### config.mk
export PLATFORM = sky130hd
export DESIGN_NAME = rbt_transceiver
export DESIGN_NICKNAME = d
export VERILOG_FILES = /design/src/pkg/rbt_pkg.sv /design/src/hdl/rbt_fifo.sv /design/src/hdl/rbt_transceiver.sv
export SDC_FILE = /design/constraint.sdc
export NUM_CORES = 1
export LEC_CHECK = 0
export ABC_AREA = 1
export BUFFER_PORTS_ARGS = -buffer_cell sky130_fd_sc_hd__buf_2
export CORE_MARGIN = 4
export CORE_UTILIZATION = 30
export DETAILED_ROUTE_END_ITERATION = 8
export PLACE_DENSITY = 0.47
export SLEW_MARGIN = 40
export SYNTH_ARGS = -nofsm -noshare
export SYNTH_HDL_FRONTEND = slang
export SYNTH_SLANG_ARGS = --single-unit
### constraint.sdc
create_clock -name clk_i -period 2.2 [get_ports clk_i]
set_input_delay 0.66 -clock clk_i [delete_from_list [all_inputs] [get_ports clk_i]]
set_output_delay 0.66 -clock clk_i [all_outputs]
set_load 0.05 [all_outputs]
### src/pkg/rbt_pkg.sv
package rbt_pkg;
   localparam int RBT_WIDTH = 18;
   localparam int RBT_HALF = 9;
   localparam int RBT_FIFO_DEPTH = 4;
   localparam logic [1:0] RBT_DIR_FWD = 2'h0;
   localparam logic [1:0] RBT_DIR_REV = 2'h1;
endpackage

### src/hdl/rbt_fifo.sv
`timescale 1ns/100ps
`default_nettype none
module rbt_fifo #(
   parameter int WIDTH = 18,
   parameter int DEPTH = 4
) (
   input wire logic clk_i,
   input wire logic reset_i,
   input wire logic [WIDTH-1:0] in_data_i,
   input wire logic in_valid_i,
   output logic in_ready_o,
   output logic [WIDTH-1:0] out_data_o,
   output logic out_valid_o,
   input wire logic out_ready_i
);
   localparam int AW = $clog2(DEPTH);
   logic [WIDTH-1:0] mem [DEPTH];
   logic [AW-1:0] wr_ptr;
   logic [AW-1:0] rd_ptr;
   logic [AW:0] count;
   logic [AW-1:0] next_wr_ptr;
   logic [AW-1:0] next_rd_ptr;
   logic [AW:0] next_count;
   logic push;
   logic pop;

   // refuse depths that the natural pointer wrap cannot serve
   if (DEPTH < 2 || (1 << AW) != DEPTH)
   begin : g_bad_depth
      $error("fifo depth must be a power of two, at least 2");
   end

   // honest flags straight from the count
   assign in_ready_o = (count != DEPTH[AW:0]);
   assign out_valid_o = (count != '0);
   assign out_data_o = mem[rd_ptr];
   assign push = in_valid_i && in_ready_o;
   assign pop = out_valid_o && out_ready_i;

   // pointer and count next values
   always_comb
   begin
      next_wr_ptr = push ? wr_ptr + 1'b1 : wr_ptr;
      next_rd_ptr = pop ? rd_ptr + 1'b1 : rd_ptr;
      next_count = count;
      if (push && !pop)
         next_count = count + 1'b1;
      else if (pop && !push)
         next_count = count - 1'b1;
   end

   // storage has no reset, only the pointers and the count do
   always_ff @(posedge clk_i)
   begin
      if (reset_i)
      begin
         wr_ptr <= '0;
         rd_ptr <= '0;
         count <= '0;
      end
      else
      begin
         wr_ptr <= next_wr_ptr;
         rd_ptr <= next_rd_ptr;
         count <= next_count;
      end
      if (push)
         mem[wr_ptr] <= in_data_i;
   end
endmodule
`default_nettype wire

### src/hdl/rbt_transceiver.sv
// Contract
// - 18-bit register in each direction
// - two 9-bit halves, own clock enables
// - one output enable, one clock per direction
// - enabled half captures A on fwd edge
// - disabled half or steady clock holds
// - fwd enable low drives B from register
// - fwd enable high isolates B
// - reverse direction mirrors forward
// - A inputs only retimed, not held at last level
`timescale 1ns/100ps
`default_nettype none
module rbt_transceiver
   import rbt_pkg::*;
(
   input wire logic clk_i,
   input wire logic reset_i,
   input wire logic fwd_clk_i,
   input wire logic rev_clk_i,
   input wire logic fwd_out_en_n_i,
   input wire logic rev_out_en_n_i,
   input wire logic low_half_fwd_clk_en_n_i,
   input wire logic high_half_fwd_clk_en_n_i,
   input wire logic low_half_rev_clk_en_n_i,
   input wire logic high_half_rev_clk_en_n_i,
   input wire logic [RBT_WIDTH-1:0] a_in_i,
   output logic [RBT_WIDTH-1:0] a_out_o,
   output logic a_oe_n_o,
   input wire logic [RBT_WIDTH-1:0] b_in_i,
   output logic [RBT_WIDTH-1:0] b_out_o,
   output logic b_oe_n_o
);
   // two-stage synchronisers; pins are asynchronous to clk_i
   logic [RBT_WIDTH-1:0] a_s1, a_s2, b_s1, b_s2;
   logic [RBT_WIDTH-1:0] a_hold;
   logic [RBT_WIDTH-1:0] next_a_hold;
   logic [7:0] ctl_s1, ctl_s2;
   logic fwd_clk_d, rev_clk_d;
   logic fwd_edge, rev_edge;
   logic [1:0] fwd_en, rev_en;
   logic [RBT_WIDTH-1:0] fwd_reg, rev_reg;
   logic [RBT_WIDTH-1:0] next_fwd_reg, next_rev_reg;
   logic fwd_push, fwd_ready, fifo_valid;
   logic [RBT_WIDTH-1:0] fifo_data;
   logic next_a_oe_n, next_b_oe_n;
   logic [RBT_WIDTH-1:0] next_b_out;

   always_ff @(posedge clk_i)
   begin
      a_s1 <= a_in_i;
      a_s2 <= a_s1;
      b_s1 <= b_in_i;
      b_s2 <= b_s1;
      ctl_s1 <= {fwd_clk_i, rev_clk_i, fwd_out_en_n_i, rev_out_en_n_i,
                 low_half_fwd_clk_en_n_i, high_half_fwd_clk_en_n_i,
                 low_half_rev_clk_en_n_i, high_half_rev_clk_en_n_i};
      ctl_s2 <= ctl_s1;
   end

   // edge detect reads only the second stage
   always_ff @(posedge clk_i)
   begin
      if (reset_i)
      begin
         fwd_clk_d <= 1'b0;
         rev_clk_d <= 1'b0;
      end
      else
      begin
         fwd_clk_d <= ctl_s2[7];
         rev_clk_d <= ctl_s2[6];
      end
   end

   assign fwd_edge = ctl_s2[7] && !fwd_clk_d;
   assign rev_edge = ctl_s2[6] && !rev_clk_d;
   assign fwd_en = {!ctl_s2[2], !ctl_s2[3]};
   assign rev_en = {!ctl_s2[0], !ctl_s2[1]};

   // bus keeper: A value that an undriven pin would keep
   // the pin is split into in and out, so here the keeper only retimes A
   always_comb
   begin
      next_a_hold = a_s2;
   end

   always_ff @(posedge clk_i)
   begin
      a_hold <= next_a_hold;
   end

   // one half-select capture used by both directions
   function automatic logic [RBT_WIDTH-1:0] capture(
      input logic [RBT_WIDTH-1:0] old_q,
      input logic [RBT_WIDTH-1:0] d,
      input logic edge_seen,
      input logic [1:0] half_en
   );
      logic [RBT_WIDTH-1:0] q;
      q = old_q;
      if (edge_seen && half_en[0])
         q[RBT_HALF-1:0] = d[RBT_HALF-1:0];
      if (edge_seen && half_en[1])
         q[RBT_WIDTH-1:RBT_HALF] = d[RBT_WIDTH-1:RBT_HALF];
      return q;
   endfunction

   // forward capture goes through the fifo, so a full fifo drops it
   assign fwd_push = fwd_edge && (fwd_en != 2'h0);

   rbt_fifo #(
      .WIDTH(RBT_WIDTH),
      .DEPTH(RBT_FIFO_DEPTH)
   ) u_fifo (
      .clk_i(clk_i),
      .reset_i(reset_i),
      .in_data_i(capture(fwd_reg, a_hold, 1'b1, fwd_en)),
      .in_valid_i(fwd_push),
      .in_ready_o(fwd_ready),
      .out_data_o(fifo_data),
      .out_valid_o(fifo_valid),
      .out_ready_i(1'b1)
   );

   // register next values; no reset on data
   always_comb
   begin
      next_fwd_reg = capture(fwd_reg, a_hold, fwd_push && fwd_ready, fwd_en);
      next_rev_reg = capture(rev_reg, b_s2, rev_edge, rev_en);
      next_b_out = fifo_valid ? fifo_data : b_out_o;
      next_b_oe_n = ctl_s2[5];
      next_a_oe_n = ctl_s2[4];
   end

   always_ff @(posedge clk_i)
   begin
      fwd_reg <= next_fwd_reg;
      rev_reg <= next_rev_reg;
      b_out_o <= next_b_out;
      a_out_o <= next_rev_reg;
   end

   // enables reset to isolation so no pin fights the bus
   always_ff @(posedge clk_i)
   begin
      if (reset_i)
      begin
         a_oe_n_o <= 1'b1;
         b_oe_n_o <= 1'b1;
      end
      else
      begin
         a_oe_n_o <= next_a_oe_n;
         b_oe_n_o <= next_b_oe_n;
      end
   end

   // enables follow the synchronised pins one clock late
   chk_iso_fwd: assert property (@(posedge clk_i) disable iff (reset_i)
      ctl_s2[5] |=> b_oe_n_o)
      else $error("B not isolated");
   chk_drive_fwd: assert property (@(posedge clk_i) disable iff (reset_i)
      !ctl_s2[5] |=> !b_oe_n_o)
      else $error("B not driven");
   chk_iso_rev: assert property (@(posedge clk_i) disable iff (reset_i)
      ctl_s2[4] |=> a_oe_n_o)
      else $error("A not isolated");
   chk_drive_rev: assert property (@(posedge clk_i) disable iff (reset_i)
      !ctl_s2[4] |=> !a_oe_n_o)
      else $error("A not driven");

   // registers and outputs move only after a direction clock edge
   chk_hold_fwd: assert property (@(posedge clk_i) disable iff (reset_i)
      !fwd_edge |=> $stable(fwd_reg))
      else $error("fwd reg changed");
   chk_hold_rev: assert property (@(posedge clk_i) disable iff (reset_i)
      !rev_edge |=> $stable(rev_reg))
      else $error("rev reg changed");
   chk_a_out_hold: assert property (@(posedge clk_i) disable iff (reset_i)
      !rev_edge |=> $stable(a_out_o))
      else $error("A out changed");
   chk_b_out_hold: assert property (@(posedge clk_i) disable iff (reset_i)
      !fifo_valid |=> $stable(b_out_o))
      else $error("B out changed");

   // each half captures only while its own enable is low
   chk_low_cap: assert property (@(posedge clk_i) disable iff (reset_i)
      fwd_push && fwd_ready && fwd_en[0] |=>
         fwd_reg[RBT_HALF-1:0] == $past(a_hold[RBT_HALF-1:0]))
      else $error("low half not captured");
   chk_high_cap: assert property (@(posedge clk_i) disable iff (reset_i)
      fwd_push && fwd_ready && fwd_en[1] |=>
         fwd_reg[RBT_WIDTH-1:RBT_HALF] == $past(a_hold[RBT_WIDTH-1:RBT_HALF]))
      else $error("high half not captured");
   chk_high_keep: assert property (@(posedge clk_i) disable iff (reset_i)
      fwd_edge && !fwd_en[1] |=> $stable(fwd_reg[RBT_WIDTH-1:RBT_HALF]))
      else $error("high half changed");
   chk_rev_low_keep: assert property (@(posedge clk_i) disable iff (reset_i)
      rev_edge && !rev_en[0] |=> $stable(rev_reg[RBT_HALF-1:0]))
      else $error("rev low half changed");
   chk_rev_cap: assert property (@(posedge clk_i) disable iff (reset_i)
      rev_edge && rev_en == 2'h3 |=> rev_reg == $past(b_s2))
      else $error("rev not captured");
   chk_rev_high_cap: assert property (@(posedge clk_i) disable iff (reset_i)
      rev_edge && rev_en[1] |=>
         rev_reg[RBT_WIDTH-1:RBT_HALF] == $past(b_s2[RBT_WIDTH-1:RBT_HALF]))
      else $error("rev high half not captured");
   chk_rev_out: assert property (@(posedge clk_i) disable iff (reset_i)
      rev_edge && rev_en == 2'h3 |=> a_out_o == $past(b_s2))
      else $error("A out mismatch");

   // forward word reaches B two clocks after capture, never dropped
   chk_no_loss: assert property (@(posedge clk_i) disable iff (reset_i)
      fwd_push |-> fwd_ready)
      else $error("fwd capture lost");
   chk_b_path: assert property (@(posedge clk_i) disable iff (reset_i)
      fwd_push && fwd_en == 2'h3 |=> ##1 b_out_o == $past(a_hold, 2))
      else $error("B out mismatch");
endmodule
`default_nettype wire

==> metrics.yaml <==
yosys:
  synth-seq-cells: 243
  synthCells: 438
  synth_area_um2: 7355
  yosysWarnings: 0
  synth.avg_cell_area_um2: 16.79
  syn_nets: 489
  ys_types: 30
  synth_seq_area_share: 0.8329
placed_design:
  port_buffers: 83
  place.gp.congestion: 0.7179
  hpwl_um: 7863
  place_area_um2: 8165
die:
  start_util: 0.3033
  core_um2: 24250
  die_area_um2: 27080
  ios: 84
  die_w_um: 164.6
  rows: 57
  die_h_um: 164.6
critical_path:
  worstPathMaxFanout: 1
  cp_top_family: "flip-flops"
  path_cells: "buf_2"
  worstSetupStartpointType: "flop"
  required_ns: 1.54
  crit_arrival_ns: 1.14
  crit_slowest_cell: "edfxtp_1"
  critPathMaxStageDelay_ns: 0.41
  path_class: "flop to output pin"
  end_kind: "output pin"
  worst-path-buf-inv: 1
sta:
  timing_hold_violations_final: 0
  post-route-period-util: 0.8184
  slew_headroom: 0.5353
  period_minus_slack_ns: 1.800
  setup_viol: 0
  rsz0062_at_grt: "false"
  fin_setup_tns_ns: 0
  fin_skew_ns: 0.006203
  fmax_mhz: 555.4
  slew_violations: 0
  worst_slew_pin_slew_ns: 0.6961
clocking:
  cts_hold_buf: 0
  clockBufferDepth: 3
  clk_latency_ns: 0.50
  cts_made_buffers: 25
  cts_htree_levels: 1
  clockRootBuffer: "clkbuf_16"
  cts_resized: 0
  cts.clk_slew.worst_paths_ns: 0.06
  cts_setup_buffers: 0
  cts_tree: "built"
  cts_num_sinks: 243
power:
  vdd_drop_max_uv: 569.4
  seqPwrFrac: 0.467
  pwr-share-comb: 0.194
  p_clk_frac: 0.338
  leakage_nw: 3.422
  p_per_area_nw_per_um2: 1325
  sw_frac_of_total: 0.2939
  switchingPower_w: 0.003493
  internal_power_w: 0.008393
final_layout:
  fin_area_um2: 8972
  drive_above_1_share: 0.3127
  nets: 599
  largest_reg_flops: 72
  largest-register: "u_fifo.mem"
  diodes: 0
  area_delta_synth_final_pct: 22.00
grt:
  grt_use_total: 0.09101
  antenna_found_initial: 0
  grt_pass1_vias: 3759
  grt_first_pass_wirelength_um: 19420
  grt_max_degree: 39
  grt_remaining_overflow: 0
detailed_routing:
  vias_per_cell: 4.016
  ant_nets: 0
  drc_errors: 0
  wire_per_inst_um: 13.71
  drt_iter0_markers: 151
  vias: 3574
  drt_first_pass_iters: 4
  wl_um: 12200
outcome:
  status: "complete, no violations"
hold_path:
  worst_hold_path_type: "input pin to flop"
flow_run:
  max-cap-violations: 0
[routing by layer]
layer | part of all wire | global-route usage | vias up
li1 | - | - | 1763
met1 | 0.43 | 0.1121 | 1684
met2 | 0.47 | 0.1502 | 99
met3 | 0.070 | 0.02870 | 28
met4 | 0.031 | 0.03403 | 0
met5 | 0 | 0 | -
[synthesized netlist by cell type]
master	n	area (um2)
inv_2	2	7.510
a21oi_1	3	15.01
ha_1	5	62.56
o21ai_0	24	120.1
dfxtp_1	117	2342
nand3_2	1	10.01
nor3_1	2	10.01
mux2_2	9	101.4
mux2_1	9	101.4
o21ai_1	5	25.02
nand2_2	3	18.77
buf_6	4	45.04
nand3_1	3	15.01
inv_4	1	6.260
buf_4	6	45.04
nor2_2	1	6.260
buf_2	1	5.000
nand4_1	1	6.260
nor2_4	1	11.26
nand2_1	9	33.78
inv_1	19	71.32
edfxtp_1	126	3784
a21oi_2	1	8.760
o22ai_1	8	50.05
clkbuf_2	1	5.000
nor2_1	51	191.4
nand2_4	2	22.52
or2_2	2	12.51
o21ai_2	11	96.34
o22ai_2	10	125.1
[power groups by stage]
| stage | clock network (W) | logic, W | registers (W) |
|---|---|---|---|
| after global placement | 0 | 0.00229 | 0.00565 |
| after detailed placement | 0 | 0.00236 | 0.00567 |
| after floorplan | 0 | 0.00119 | 0.00629 |
| after global routing | 0.00434 | 0.00253 | 0.00561 |
| after CTS | 0.00417 | 0.00236 | 0.00557 |
| final | 0.00402 | 0.00231 | 0.00556 |
[metrics by stage]
step	setup WS (ns)	util	hold slack, ns	std cells	total power [W]
finish	0.3995	0.3700	0.2541	890	0.01189
floorplan	0.3435	-	0.3096	438	0.007476
detailed placement	0.5094	0.3367	0.3121	845	0.008025
global route	0.3645	0.3700	0.2267	890	0.01248
global placement	0.6418	0.3367	0.3104	845	0.007937
CTS	0.3516	0.3700	0.2234	890	0.01210
[layout by cell type (no fill, tap or decap), drive strengths merged]
master / n
o22ai: 18
inv: 25
nor2: 53
nand2: 14
dfxtp: 117
nand4: 1
nand3: 4
ha: 5
a21oi: 4
or2: 2
edfxtp: 126
clkinvlp: 1
mux2: 18
o21ai: 40
nor3: 2
clkbuf: 41
buf: 95
[final cells by class]
| cell class | instances | area (um2) |
|---|---|---|
| clock inverters | 4 | 26.28 |
| fillers | 2353 | 15280 |
| clock buffers | 41 | 780.7 |
| repair buffers | 95 | 505.5 |
| flip-flops and latches | 243 | 6126 |
| multi-input cells | 161 | 1044 |
| well taps | 324 | 405.4 |
| inverters | 22 | 85.08 |
[path summary, 6_finish.rpt]
path / slack, ns / endpoint / depth (start not counted) / from
setup / recovery: 0.40 / b_out_o[3] / 1 / b_out_o[3]$_DFFE_PP_
hold / removal: 0.25 / a_s1[4]$_DFF_P_ / 1 / a_in_i[4]
setup reg to reg: 0.53 / u_fifo.count[2]$_SDFFE_PP0P_ / 9 / u_fifo.count[2]$_SDFFE_PP0P_
hold reg to reg: 0.32 / b_s2[15]$_DFF_P_ / 0 / b_s1[15]$_DFF_P_
[kinds of logic after synthesis]
group	share of synthesized area
muxes	0.02756
buffers and inverters	0.02518
DFF	0.8329
AOI/OAI and AO/OA	0.05988
and+or+nand+nor	0.04593
adders and majority gates	0.008506
(Power assumes the default switching activity.)
